File: config.mk
export PLATFORM = sky130hd
export DESIGN_NAME = ctcdc_core
export DESIGN_NICKNAME = d
export VERILOG_FILES = /design/src/include/ctcdc_pkg.sv /design/src/verilog/ctcdc_core.sv
export SDC_FILE = /design/constraint.sdc
export NUM_CORES = 1
export LEC_CHECK = 0
export ABC_AREA = 1
export BUFFER_PORTS_ARGS = -buffer_cell sky130_fd_sc_hd__buf_4
export CAP_MARGIN = 5
export CORE_ASPECT_RATIO = 0.75
export CORE_MARGIN = 4
export CORE_UTILIZATION = 56
export DETAILED_ROUTE_END_ITERATION = 6
export PLACE_DENSITY = 0.86
export SYNTH_ARGS = -nofsm -noshare
export SYNTH_HDL_FRONTEND = slang
export SYNTH_SLANG_ARGS = --single-unit
File: constraint.sdc
create_clock -name clk -period 1.6 [get_ports clk]
set_input_delay 0.32 -clock clk [delete_from_list [all_inputs] [get_ports clk]]
set_output_delay 0.32 -clock clk [all_outputs]
set_load 0.02 [all_outputs]
File: src/include/ctcdc_pkg.sv
package ctcdc_pkg;
  localparam int CTCDC_NCH = 4;
  // control word fields
  localparam int CW_IRQ_EN_BIT = 7;
  localparam int CW_MODE_BIT = 6;
  localparam int CW_PRESC_BIT = 5;
  localparam int CW_SLOPE_BIT = 4;
  localparam int CW_TRIG_BIT = 3;
  localparam int CW_TC_NEXT_BIT = 2;
  localparam int CW_SWRST_BIT = 1;
  localparam int CW_CTRL_BIT = 0;
  // vector layout
  localparam int VEC_HI_LSB = 3;
  localparam int VEC_CH_LSB = 1;
  // return-from-interrupt opcode bytes
  localparam logic [7:0] RETURN_FROM_IRQ_OPCODE_BYTE0 = 8'hed;
  localparam logic [7:0] RETURN_FROM_IRQ_OPCODE_BYTE1 = 8'h4d;
  // prescaler counts
  localparam logic [7:0] PRESC_SHORT = 8'h0f;
  localparam logic [7:0] PRESC_LONG = 8'hff;
  // reset values
  localparam logic [7:0] RST_CTRL = 8'h00;
  localparam logic [7:0] RST_COUNT = 8'h00;
  localparam logic [4:0] RST_VEC_HI = 5'h00;
  // trigger lead time, and clock rate
  localparam int TRIG_LEAD_NS = 210;
  localparam int CLK_PERIOD_NS = 40;
  localparam int TRIG_LEAD_CYC = (TRIG_LEAD_NS + CLK_PERIOD_NS - 1) / CLK_PERIOD_NS;
  // zero-count pulse width in clocks
  localparam int ZC_PULSE_CYC = 1;

  typedef enum logic [1:0] {CTCDC_IDLE, CTCDC_WAIT_TC, CTCDC_ARMED, CTCDC_RUN} ctcdc_chst_t;
  typedef enum logic [1:0] {CTCDC_OP_NONE, CTCDC_OP_ED} ctcdc_opst_t;
endpackage

File: src/verilog/ctcdc_core.sv
`timescale 1ns/1ps
module ctcdc_core
  import ctcdc_pkg::*;
(
  // clock and reset
  input wire logic clk,
  input wire logic rst_n,
  // processor bus
  input wire logic io_request_n,
  input wire logic chipEnable_n,
  input wire logic read_n,
  input wire logic opcode_cycle_n,
  input wire logic channel_sel_lo,
  input wire logic channel_sel_hi,
  input wire logic [7:0] dataIn,
  output logic [7:0] dataOut,
  output logic dataOutEn_n,
  // daisy chain and interrupt
  input wire logic chain_priority_in,
  output logic chain_priority_out,
  output logic irqOut,
  output logic irqOutEn_n,
  // channel pins
  input wire logic [3:0] channel_trigger_in,
  output logic [2:0] zero_count_pulse
);

  ////////////////////////////////////////////////////////////////////////////
  typedef struct packed {
    // per-channel pin sync and registers
    logic [3:0][2:0] trigSync;
    logic [3:0][7:0] ctrl;
    logic [3:0][7:0] tconst;
    logic [3:0][7:0] count;
    logic [3:0][7:0] presc;
    logic [3:0][1:0] startDly;
    ctcdc_chst_t [3:0] chState;
    // interrupt bookkeeping
    logic [3:0] pending;
    logic [3:0] inService;
    logic [3:0] ackLatch;
    logic [4:0] vecHi;
    logic [2:0] zc;
    // bus cycle tracking
    logic busPrev;
    logic ackPrev;
    logic fetchPrev;
    ctcdc_opst_t opState;
    // registered bus output
    logic [7:0] dOut;
    logic dOutEn_n;
  } ctcdc_state_t;

  ctcdc_state_t st_ff;
  ctcdc_state_t nxt_st;

  function automatic logic [1:0] prio_code(input logic [3:0] req);
    prio_code = 2'h0;
    for (int i = CTCDC_NCH - 1; i >= 0; i--) begin
      if (req[i]) begin
        prio_code = i[1:0];
      end
    end
  endfunction

  function automatic logic [3:0] lower_mask(input logic [3:0] svc);
    lower_mask = 4'h0;
    for (int i = 0; i < CTCDC_NCH; i++) begin
      if (svc[i]) begin
        for (int j = i + 1; j < CTCDC_NCH; j++) begin
          lower_mask[j] = 1'b1;
        end
      end
    end
  endfunction

  // prescaler reload per control word
  function automatic logic [7:0] presc_reload(input logic [7:0] cw);
    presc_reload = cw[CW_PRESC_BIT] ? PRESC_LONG : PRESC_SHORT;
  endfunction

  // edge from the two settled sync stages, per programmed slope
  function automatic logic trig_edge(input logic [2:0] syn, input logic rising);
    if (rising) begin
      trig_edge = syn[1] && !syn[2];
    end else begin
      trig_edge = !syn[1] && syn[2];
    end
  endfunction

  ////////////////////////////////////////////////////////////////////////////
  logic [1:0] sel;
  logic busCyc;
  logic wrStrobe;
  logic ackCyc;
  logic [3:0] eligible;
  logic anyEligible;
  // read mux of the addressed down-counter
  logic [7:0] selCount;

  assign selCount = st_ff.count[sel];
  assign sel = {channel_sel_hi, channel_sel_lo};
  assign busCyc = !io_request_n && !chipEnable_n && opcode_cycle_n;
  assign wrStrobe = busCyc && read_n;
  assign ackCyc = !io_request_n && !opcode_cycle_n;
  assign eligible = st_ff.pending & ~lower_mask(st_ff.inService) & ~st_ff.inService;
  assign anyEligible = |eligible;

  always_comb begin
    logic trigEdge;
    logic decTick;
    logic [1:0] code;
    nxt_st = st_ff;
    trigEdge = 1'b0;
    decTick = 1'b0;
    code = 2'h0;
    nxt_st.zc = 3'h0;
    nxt_st.busPrev = busCyc;
    nxt_st.ackPrev = ackCyc;
    nxt_st.fetchPrev = !opcode_cycle_n && !read_n && io_request_n;

    // per-channel sync, start and counting
    for (int c = 0; c < CTCDC_NCH; c++) begin
      nxt_st.trigSync[c] = {st_ff.trigSync[c][1:0], channel_trigger_in[c]};
      trigEdge = trig_edge(st_ff.trigSync[c], st_ff.ctrl[c][CW_SLOPE_BIT]);
      decTick = 1'b0;
      unique case (st_ff.chState[c])
        CTCDC_IDLE, CTCDC_WAIT_TC: begin
        end
        CTCDC_ARMED: begin
          if (st_ff.startDly[c] != 2'h0) begin
            nxt_st.startDly[c] = st_ff.startDly[c] - 2'h1;
            if (st_ff.startDly[c] == 2'h1) begin
              nxt_st.chState[c] = CTCDC_RUN;
            end
          end else if (trigEdge || !st_ff.ctrl[c][CW_TRIG_BIT]) begin
            nxt_st.startDly[c] = 2'h1;
          end
        end
        CTCDC_RUN: begin
          if (st_ff.ctrl[c][CW_MODE_BIT]) begin
            decTick = trigEdge;
          end else if (st_ff.presc[c] == 8'h00) begin
            decTick = 1'b1;
            nxt_st.presc[c] = presc_reload(st_ff.ctrl[c]);
          end else begin
            nxt_st.presc[c] = st_ff.presc[c] - 8'h01;
          end
        end
      endcase
      if (decTick) begin
        if (st_ff.count[c] == 8'h01) begin
          nxt_st.count[c] = st_ff.tconst[c];
          if (c < 3) begin
            nxt_st.zc[c] = 1'b1;
          end
          if (st_ff.ctrl[c][CW_IRQ_EN_BIT] && opcode_cycle_n) begin
            nxt_st.pending[c] = 1'b1;
          end
        end else begin
          nxt_st.count[c] = st_ff.count[c] - 8'h01;
        end
      end
      if (!st_ff.ctrl[c][CW_IRQ_EN_BIT] && opcode_cycle_n) begin
        nxt_st.pending[c] = 1'b0;
      end
    end

    // host writes
    // capture on auto wait edge
    if (wrStrobe && st_ff.busPrev) begin
      if (st_ff.chState[sel] == CTCDC_WAIT_TC) begin
        nxt_st.tconst[sel] = dataIn;
        nxt_st.count[sel] = dataIn;
        nxt_st.presc[sel] = presc_reload(st_ff.ctrl[sel]);
        nxt_st.chState[sel] = st_ff.ctrl[sel][CW_MODE_BIT] ? CTCDC_RUN : CTCDC_ARMED;
        nxt_st.startDly[sel] = 2'h0;
      end else if (dataIn[CW_CTRL_BIT]) begin
        nxt_st.ctrl[sel] = dataIn;
        if (dataIn[CW_TC_NEXT_BIT]) begin
          nxt_st.chState[sel] = CTCDC_WAIT_TC;
        end else if (dataIn[CW_SWRST_BIT]) begin
          nxt_st.chState[sel] = CTCDC_IDLE;
        end
      end else if (sel == 2'h0) begin
        nxt_st.vecHi = dataIn[7:VEC_HI_LSB];
      end
    end

    // host reads
    // read leaves count alone
    nxt_st.dOutEn_n = 1'b1;
    if (busCyc && !read_n) begin
      nxt_st.dOut = selCount;
      nxt_st.dOutEn_n = 1'b0;
    end

    // interrupt acknowledge
    // acknowledge vector
    if (ackCyc && chain_priority_in && (anyEligible || st_ff.ackLatch != 4'h0)) begin
      code = prio_code(anyEligible ? eligible : st_ff.ackLatch);
      nxt_st.dOut = {st_ff.vecHi, code, 1'b0};
      nxt_st.dOutEn_n = 1'b0;
      if (!st_ff.ackPrev) begin
        nxt_st.ackLatch = 4'h0;
        nxt_st.ackLatch[code] = 1'b1;
        nxt_st.inService[code] = 1'b1;
        nxt_st.pending[code] = 1'b0;
      end
    end
    if (!ackCyc) begin
      nxt_st.ackLatch = 4'h0;
    end

    // return-from-interrupt watch
    // return opcode decode
    if (nxt_st.fetchPrev && !st_ff.fetchPrev) begin
      if (dataIn == RETURN_FROM_IRQ_OPCODE_BYTE0) begin
        nxt_st.opState = CTCDC_OP_ED;
      end else begin
        if (st_ff.opState == CTCDC_OP_ED && dataIn == RETURN_FROM_IRQ_OPCODE_BYTE1 && chain_priority_in) begin
          nxt_st.inService[prio_code(st_ff.inService)] = 1'b0;
        end
        nxt_st.opState = CTCDC_OP_NONE;
      end
    end
  end

  always_ff @(posedge clk) begin
    if (!rst_n) begin
      for (int c = 0; c < CTCDC_NCH; c++) begin
        st_ff.trigSync[c] <= 3'h0;
        st_ff.ctrl[c] <= RST_CTRL;
        st_ff.tconst[c] <= RST_COUNT;
        st_ff.count[c] <= RST_COUNT;
        st_ff.presc[c] <= 8'h00;
        st_ff.startDly[c] <= 2'h0;
        st_ff.chState[c] <= CTCDC_IDLE;
      end
      // nothing pending or under service
      st_ff.pending <= 4'h0;
      st_ff.inService <= 4'h0;
      st_ff.ackLatch <= 4'h0;
      st_ff.vecHi <= RST_VEC_HI;
      st_ff.zc <= 3'h0;
      st_ff.busPrev <= 1'b0;
      st_ff.ackPrev <= 1'b0;
      st_ff.fetchPrev <= 1'b0;
      st_ff.opState <= CTCDC_OP_NONE;
      // data bus floated
      st_ff.dOut <= 8'h00;
      st_ff.dOutEn_n <= 1'b1;
    end else begin
      st_ff <= nxt_st;
    end
  end

  ////////////////////////////////////////////////////////////////////////////
  assign dataOut = st_ff.dOut;
  assign dataOutEn_n = st_ff.dOutEn_n;
  assign chain_priority_out = chain_priority_in && (st_ff.inService == 4'h0);
  assign irqOut = 1'b0;
  assign irqOutEn_n = !(anyEligible && chain_priority_in);
  assign zero_count_pulse = st_ff.zc;

endmodule // ctcdc_core

==> impl_metrics.json, run 1 <==
{
  "crit_type": "reg -> reg",
  "slowest_stage": "a21oi_1",
  "die_w_um": 156,
  "rows": 40,
  "seqPwrFrac_pct": 48.0,
  "layout-drive-gt1-share_pct": 37.2,
  "switching_power_w": 0.00244,
  "hold-path-cell-count": 3,
  "cpPeakStageDelay_ns": 0.62,
  "cap_violations": 0,
  "synthArstFlopShare_pct": 0,
  "fp.dieArea_um2": 18600,
  "first_global_vias": 9762,
  "start_util_pct": 57.3,
  "fin_nets": 1612,
  "clockPowerShare_pct": 45.9,
  "drv_slew": 0,
  "syn_inst": 1351,
  "setup_viol": 139,
  "first_iter_violations": 2032,
  "hold_violations": 0,
  "ys_seq_area_share_pct": 38.4,
  "drt_pass1_iterations": 7,
  "area_growth_pct": 42.0,
  "drc": 0,
  "syn_avg_cell_area_um2": 6.83,
  "clock_skew_ns": 0.0135,
  "hp-start": "channel_trigger_in[0]",
  "synth_nets": 1384,
  "finalCritPeriodShare_pct": 141,
  "final_antenna_net_count": 0,
  "cellLeakagePower_nw": 6.05,
  "post-route-min-period_ns": 2.26,
  "synth-edff-count": 0,
  "yosysWarnings": 0,
  "totalWireLength_um": 39100,
  "min_path_type": "in -> reg",
  "synth_top_cell_by_area": "dfxtp_1",
  "place.gp.congestion": 1.03,
  "die_y_um": 119,
  "p_sw_share_pct": 26.5,
  "crit_top_cell": "nand2_2",
  "rsz0062_at_grt": "yes",
  "worst_slack_ns": -0.662,
  "relSlewSlack_pct": 44.8,
  "cts_root_buffer": "clkbuf_16",
  "synth_common_cells": "nand2_1, inv_1, dfxtp_1",
  "synth_top_area_share_pct": 38.4,
  "cts.sinks": 177,
  "cts_tree": "yes",
  "clkSlewWorstSetupHoldPaths_ns": 0.07,
  "ys_ff_latch": 177,
  "startpoint": "st_ff[37]",
  "grt_pass1_wl_um": 49100,
  "r2r-start": "st_ff[37]",
  "synth_most_common_cell": "nand2_1",
  "avgRoutedWirePerCell_um": 21.7,
  "hpwl_um": 21100,
  "p_total_w": 0.00923,
  "tightest_slew_ns": 0.821,
  "cp.required_ns": 1.91,
  "path_max_fanout": 5,
  "boundaryPins": 36,
  "core_area_um2": 16100,
  "numCtsBuffers": 17,
  "synth-main-ff-cell": "dfxtp_1",
  "track_usage_pct": 33.0,
  "path_cells": "nand2_2, nand2_2, nor2_4, inv_2, nor2_8, nand2_4, nand2_2, nand2_1, a21oi_1, nor2_1",
  "ir_drop_mv": 0.748,
  "htree_levels": 4,
  "clk_latency_ns": 0.46,
  "crit_arrival_ns": 2.57,
  "synth.cell_area_um2": 9230,
  "startpoint_type": "flip-flop",
  "crit_path_end_kind": "flip-flop",
  "r2r_cells": 10,
  "comb_power_share_pct": 6.2,
  "fmax_ghz": 0.442,
  "violations": "negative setup slack",
  "fillers": 865,
  "power.density_nw_per_um2": 703,
  "p_int_w": 0.00678,
  "num_antenna_cells": 0,
  "num_vias": 11500,
  "antenna_found_initial": 3,
  "netlist_top_cells_area": "dfxtp_1, nand2_1, inv_1, o21ai_0, a21oi_1",
  "status": "finished with violations",
  "grt_max_degree": 44,
  "portBuffers": 34,
  "clockBufferDepth": 2,
  "synth.distinct_cells": 49,
  "cts_hold_buf": 0,
  "via_per_inst": 6.40,
  "overflow": 0,
  "dp_slack_ns": -0.304
}
[routing by layer]
layer / global-route usage [%] / vias to the layer above / routed length [um]
li1: - / 4860 / -
met1: 45.2 / 5178 / 13400
met2: 49.5 / 1071 / 16300
met3: 7.52 / 414 / 5770
met4: 14.7 / 8 / 3610
met5: 0 / - / 61
[placed cells by master (no fill, tap or decap), drive strengths merged, types with 4 or more instances in the layout]
master	Yosys	layout
nand3	69	69
nand2	302	306
a22oi	17	17
xor2	14	14
ha	12	12
o22ai	23	23
o31ai	8	8
clkbuf	21	17
o21ai	149	149
nand4	20	20
buf	24	247
inv	216	221
nor2	136	136
a21oi	107	108
nor3	18	18
o21a	6	6
clkinvlp	0	4
clkinv	1	8
a31oi	10	10
dfxtp	177	177
[sequential cells by signal (all words and copies together), names as in the netlist]
signal	count
dataOutEn_n	1
dataOut	8
zero_count_pulse	3
nxt_st	8
st_ff	157
[power by group through the flow]
stage	registers, W	logic, W	clock network, W
2_1_floorplan	0.00453	0.000215	0
3_3_place_gp	0.00453	0.000443	0
3_5_place_dp	0.00453	0.000449	0
4_1_cts	0.00443	0.000459	0.00411
5_1_grt	0.00442	0.000576	0.00440
6_report	0.00443	0.000569	0.00423
[layout make-up]
cell class	count	area, um2	share of cell area, %
Timing Repair Buffer	247	2090	15.9
Sequential cell	177	3580	27.3
Timing Repair inverter	2	18.8	0.143
Multi-Input combinational cell	917	5750	43.8
Tap cell	210	263	2.00
Inverter	217	843	6.43
Clock buffer	17	425	3.24
Clock inverter	15	151	1.15
[path summary, 6_finish.rpt]
kind	end	slack, ns
worst min-delay path	nxt_st[179]	0.05
worst max-delay path	st_ff[36]	-0.66
worst max register to register	st_ff[36]	-0.66
worst min register to register	nxt_st[180]	0.41
[worst max-delay path: cells and delay by family, from the launching register on]
family | cells | cell delay, ns
buf+inv | 1 | 0.09
flops | 1 | 0.35
compound gates | 1 | 0.62
simple gates | 8 | 1.04
[stage by stage]
stage / instance area [um2] / util [%] / cells / TNS (ns) / hold slack (ns)
6_report: 13100 / 81.4 / 1802 / -15.68 / 0.0484
5_1_grt: 13100 / 81.4 / 1802 / -18.99 / 0.0538
4_1_cts: 12000 / 74.4 / 1774 / -1.94 / 0.0539
3_5_place_dp: 10900 / 67.5 / 1714 / -28.39 / 0.399
3_3_place_gp: 10900 / 67.5 / 1714 / -24.21 / 0.397
2_1_floorplan: 9340 / - / 1351 / -0.326 / 0.390
[kinds of logic (layout without fill, tap and decap cells)]
| kind of cell | after synthesis | count (layout) | share of synthesized area (%) |
|---|---|---|---|
| flip-flops | 177 | 177 | 38.4 |
| AO/OA/AOI/OAI | 326 | 327 | 19.6 |
| AND/OR/NAND/NOR | 557 | 561 | 27.2 |
| XOR/XNOR | 16 | 16 | 1.52 |
| other | 1 | 1 | 0.0406 |
| adder cells (fa/ha/maj) | 12 | 12 | 1.63 |
| buffers and inverters | 262 | 498 | 11.7 |
[what timing repair did]
action,CTS,global route
setup buffers,26,33
gates cloned,5,3
endpoints found under the hold margin,0,0
gates resized for setup,109,282
endpoints found under the setup margin,95,131
pin swaps,45,105
No activity file was read; power rests on OpenSTA's default activity.
==> inputs of run 2 (changes only) <==
--- a/config.mk
+++ b/config.mk
@@ -13,6 +13,7 @@
 export CORE_UTILIZATION = 56
 export DETAILED_ROUTE_END_ITERATION = 6
 export PLACE_DENSITY = 0.86
+export SKIP_LAST_GASP = 1
 export SYNTH_ARGS = -nofsm -noshare
 export SYNTH_HDL_FRONTEND = slang
 export SYNTH_SLANG_ARGS = --single-unit
==> impl_metrics.json, run 2 (same netlist as run 1, synthesis figures left out) <==
{
  "totalWireLength_um": 38300,
  "violations": "design-rule violations, negative setup slack",
  "rsz0062_at_grt": "yes",
  "numCtsBuffers": 17,
  "overflow": 0,
  "critPathBufInv": 1,
  "grt_pass1_wl_um": 49100,
  "num_antenna_cells": 0,
  "die_w_um": 156,
  "clock_skew_ns": 0.0253,
  "largest_reg_flops": 157,
  "fin_util_pct": 81.4,
  "antenna_found_initial": 1,
  "path_cells": "nor2_4, nand3_2, buf_4, nand4_1, nand2_2, nor2_4, nand2_4, nor2_4, nand2_2, a21oi_2",
  "die_y_um": 119,
  "clk_latency_ns": 0.47,
  "num_vias": 11500,
  "start_util_pct": 57.3,
  "drv_slew": 0,
  "fp.dieArea_um2": 18600,
  "layout-drive-gt1-share_pct": 37.1,
  "crit_top_cell": "nor2_4",
  "via_per_inst": 6.35,
  "tightest_slew_ns": 0.760,
  "track_usage_pct": 32.9,
  "fin_nets": 1614,
  "power.density_nw_per_um2": 701,
  "final_antenna_net_count": 0,
  "dp_slack_ns": -0.304,
  "startpoint_type": "flip-flop",
  "place.gp.congestion": 1.03,
  "grt_max_degree": 44,
  "finalCritPeriodShare_pct": 125,
  "slowest_stage": "dfxtp_4",
  "cellLeakagePower_nw": 6.05,
  "avgRoutedWirePerCell_um": 21.2,
  "ir_drop_mv": 0.605,
  "rows": 40,
  "portBuffers": 34,
  "post-route-min-period_ns": 2.01,
  "htree_levels": 4,
  "first_global_vias": 9758,
  "top_register": "st_ff",
  "boundaryPins": 36,
  "cts.sinks": 177,
  "drt_pass1_iterations": 7,
  "setup_viol": 90,
  "crit_arrival_ns": 2.39,
  "layout_commonest_cell": "nand2_1",
  "first_iter_violations": 2023,
  "core_area_um2": 16100,
  "final_cell_mix": "nand2_1, buf_4, inv_1",
  "crit_family": "simple AND/OR/NAND/NOR gates",
  "cap_violations": 0,
  "fmax_ghz": 0.498,
  "path_max_fanout": 4,
  "area_growth_pct": 42.1,
  "min_path_type": "in -> reg",
  "cts_root_buffer": "clkbuf_16",
  "clockBufferDepth": 2,
  "cpPeakStageDelay_ns": 0.36,
  "cts_tree": "yes",
  "drc": 1,
  "crit_path_end_kind": "flip-flop",
  "cp.required_ns": 1.99,
  "hpwl_um": 21100,
  "crit_type": "reg -> reg",
  "hold_violations": 0,
  "relSlewSlack_pct": 49.2,
  "worst_slack_ns": -0.407,
  "clkSlewWorstSetupHoldPaths_ns": 0.09,
  "status": "finished with violations"
}
==> run 2: cell count changes in the layout (fill, tap and decap cells not counted), sizes merged <==
cell   delta
buf       +1
nand2     +1
==> run 2: through the flow <==
step	power [W]	setup TNS [ns]	instance area [um2]	hold WS [ns]	cells
final	0.00920	-8.50	13100	0.0454	1804
after detailed placement	0.00498	-28.39	10900	0.399	1714
after CTS	0.00900	-2.04	12000	0.0539	1774
after global routing	0.00935	-13.71	13100	0.0630	1804
after floorplan	0.00474	-0.326	9340	0.390	1351
after global placement	0.00497	-24.21	10900	0.397	1714
==> run 2: repair_timing <==
item,4_1_cts,5_1_grt
setup buffers,26,34
endpoints found under the setup margin,95,128
hold buffers,0,0
cloned,5,4
gates resized for setup,104,285
pin swaps,45,112
hold endpoints to repair,0,0
==> run 2: final timing paths <==
path	from	end	slack [ns]	depth (start not counted)
worst max-delay path	st_ff[26]	st_ff[25]	-0.41	10
worst min-delay path	channel_trigger_in[0]	nxt_st[179]	0.05	3
worst max register to register	st_ff[26]	st_ff[25]	-0.41	10
worst min register to register	nxt_st[179]	nxt_st[180]	0.41	2
==> run 2: area by class of cell <==
cell class	count	area (um2)
tap	210	263
fill	854	3000
timing repair buffer	248	2080
clock inverter	15	151
clock buffer	17	425
multi-input combinational	918	5750
sequential	177	3580
inverter	217	846
timing repair inverter	2	18.8
==> run 2: tightest hold or removal path, stage by stage <==
cell and delay, ns:
buf_4 0.08, nand2_1 0.04, inv_1 0.04
==> run 2: metal layers <==
metal	wire length [um]	vias up	global-route usage, %
met5	0	-	0
met4	3120	0	15.0
met3	5390	371	7.56
met2	16200	1035	49.3
met1	13600	5180	45.2
li1	-	4872	-
==> run 2: power breakdown <==
group          switching [W]  internal, W  total [W]  leakage [nW]
Clock                0.00202      0.00219    0.00421         0.279
Sequential         0.0000107      0.00442    0.00443          1.44
Combinational       0.000386     0.000176   0.000562          4.33
==> inputs of run 3 (changes only) <==
--- a/config.mk
+++ b/config.mk
@@ -10,9 +10,9 @@
 export CAP_MARGIN = 5
 export CORE_ASPECT_RATIO = 0.75
 export CORE_MARGIN = 4
-export CORE_UTILIZATION = 56
+export CORE_UTILIZATION = 45
 export DETAILED_ROUTE_END_ITERATION = 6
-export PLACE_DENSITY = 0.86
+export PLACE_DENSITY = 0.73
 export SKIP_LAST_GASP = 1
 export SYNTH_ARGS = -nofsm -noshare
 export SYNTH_HDL_FRONTEND = slang
==> impl_metrics.json, run 3 (same netlist as run 1, synthesis figures left out) <==
{
  "crit_family": "simple AND/OR/NAND/NOR gates",
  "place_area_um2": 11000,
  "r2r_cells": 8,
  "hold-path-cell-count": 3,
  "fmax_ghz": 0.541,
  "worst_slack_ns": -0.248,
  "boundaryPins": 36,
  "first_global_vias": 9087,
  "startpoint_type": "flip-flop",
  "dp.cells": 1764,
  "setup_viol": 65,
  "grt_max_degree": 46,
  "path_max_fanout": 4,
  "crit_path_end_kind": "primary output",
  "hpwl_um": 21300,
  "crit_type": "reg -> out",
  "hp-start": "channel_trigger_in[2]",
  "clkSlewWorstSetupHoldPaths_ns": 0.07,
  "grt_pass1_wl_um": 47300,
  "hold_path_end": "nxt_st[185]",
  "cap_violations": 0,
  "numCtsBuffers": 17,
  "overflow": 0,
  "cp.required_ns": 1.28,
  "cts_tree": "yes",
  "die_y_um": 132,
  "clockBufferDepth": 2,
  "r2r-start": "st_ff[26]",
  "tightest_slew_ns": 0.568,
  "final_cell_mix": "nand2_1, buf_4, inv_1",
  "final_antenna_net_count": 0,
  "cts.sinks": 177,
  "track_usage_pct": 25.5,
  "path_cells": "nor2_4, nand3_4, buf_6, nand3_4, nand2_2, buf_6",
  "critPathBufInv": 2,
  "cts_hold_buf": 0,
  "clk_latency_ns": 0.45,
  "drc": 0,
  "rsz0062_at_grt": "yes",
  "area_growth_pct": 43.5,
  "finalCritPeriodShare_pct": 116,
  "top_register": "st_ff",
  "power.density_nw_per_um2": 719,
  "totalWireLength_um": 32300,
  "min_path_type": "in -> reg",
  "status": "finished with violations",
  "hold_violations": 0,
  "cellLeakagePower_nw": 6.11,
  "first_iter_violations": 1093,
  "die_w_um": 173,
  "num_antenna_cells": 0,
  "violations": "negative setup slack",
  "fp.dieArea_um2": 22900,
  "start_util_pct": 45.7,
  "antenna_found_initial": 0,
  "largest_reg_flops": 157,
  "cts_root_buffer": "clkbuf_16",
  "rrSetupSlack_ns": -0.22,
  "relSlewSlack_pct": 61.8,
  "avgRoutedWirePerCell_um": 17.5,
  "slowest_stage": "dfxtp_2",
  "final_cell_area_um2": 13300,
  "rows": 45,
  "hold_ws_ns": 0.0598,
  "num_vias": 10200,
  "cpPeakStageDelay_ns": 0.34,
  "fin_nets": 1607,
  "drt_pass1_iterations": 6,
  "ir_drop_mv": 0.640,
  "r2r-end": "st_ff[30]",
  "dp_slack_ns": -0.280,
  "portBuffers": 34,
  "layout-drive-gt1-share_pct": 35.2,
  "place.gp.congestion": 0.962,
  "crit_arrival_ns": 1.53,
  "post-route-min-period_ns": 1.85,
  "layout_commonest_cell": "nand2_1",
  "clock_skew_ns": 0.00879,
  "drv_slew": 0,
  "core_area_um2": 20200,
  "htree_levels": 4,
  "layout.cells.non_filler": 1845,
  "via_per_inst": 5.53
}
## run 3: worst max path at each step
stage	to	slack (ns)	cells past startpoint	start
floorplan	st_ff[91]	-0.04	14	st_ff[58]
global placement	st_ff[92]	-0.23	12	channel_sel_lo
detailed placement	st_ff[86]	-0.28	13	channel_sel_lo
CTS	irqOutEn_n	-0.24	6	st_ff[27]
global route	irqOutEn_n	-0.31	6	st_ff[26]
finish	irqOutEn_n	-0.25	6	st_ff[26]
## run 3: repair_timing
action | CTS | global route
pin swaps | 56 | 74
resized for setup | 106 | 259
buffers inserted | 16 | 29
endpoints found under the hold margin | 0 | 0
endpoints found under the setup margin | 92 | 146
gates cloned | 4 | 7
## run 3: where the power goes
part | switching (W) | internal [W] | total, W
logic | 0.000356 | 0.000181 | 0.000537
registers | 0.0000100 | 0.00442 | 0.00443
clock network | 0.00193 | 0.00264 | 0.00457
total | 0.00229 | 0.00724 | 0.00954
## run 3: worst min-delay path, delay by kind of cell
family        cells  cell delay, ns
simple gates      1            0.04
buf+inv           2            0.12
## run 3: layout make-up
type                    instances  area [um2]
flip-flops and latches        177        3570
repair buffers                242        2120
clock inverters                14         204
multi-input cells             917        5740
well taps                     258         323
fillers                      1544        6960
inverters                     217         851
repair inverters                2        18.8
clock buffers                  18         429
## run 3: metal layers
metal	up-vias	GRT usage (%)	routed length [um]
met4	0	7.62	881
met3	80	6.51	3020
met1	4794	36.1	13800
met5	-	0	0
li1	4859	-	-
met2	479	38.6	14500
## run 3: stage by stage
step           setup TNS [ns]  power, W  util, %
2_1_floorplan          -0.326   0.00474        -
3_3_place_gp           -20.41   0.00498     54.2
3_5_place_dp           -25.44   0.00498     54.2
4_1_cts                 -1.58   0.00944     59.7
5_1_grt                -10.52   0.00978     65.6
6_report                -4.23   0.00954     65.6
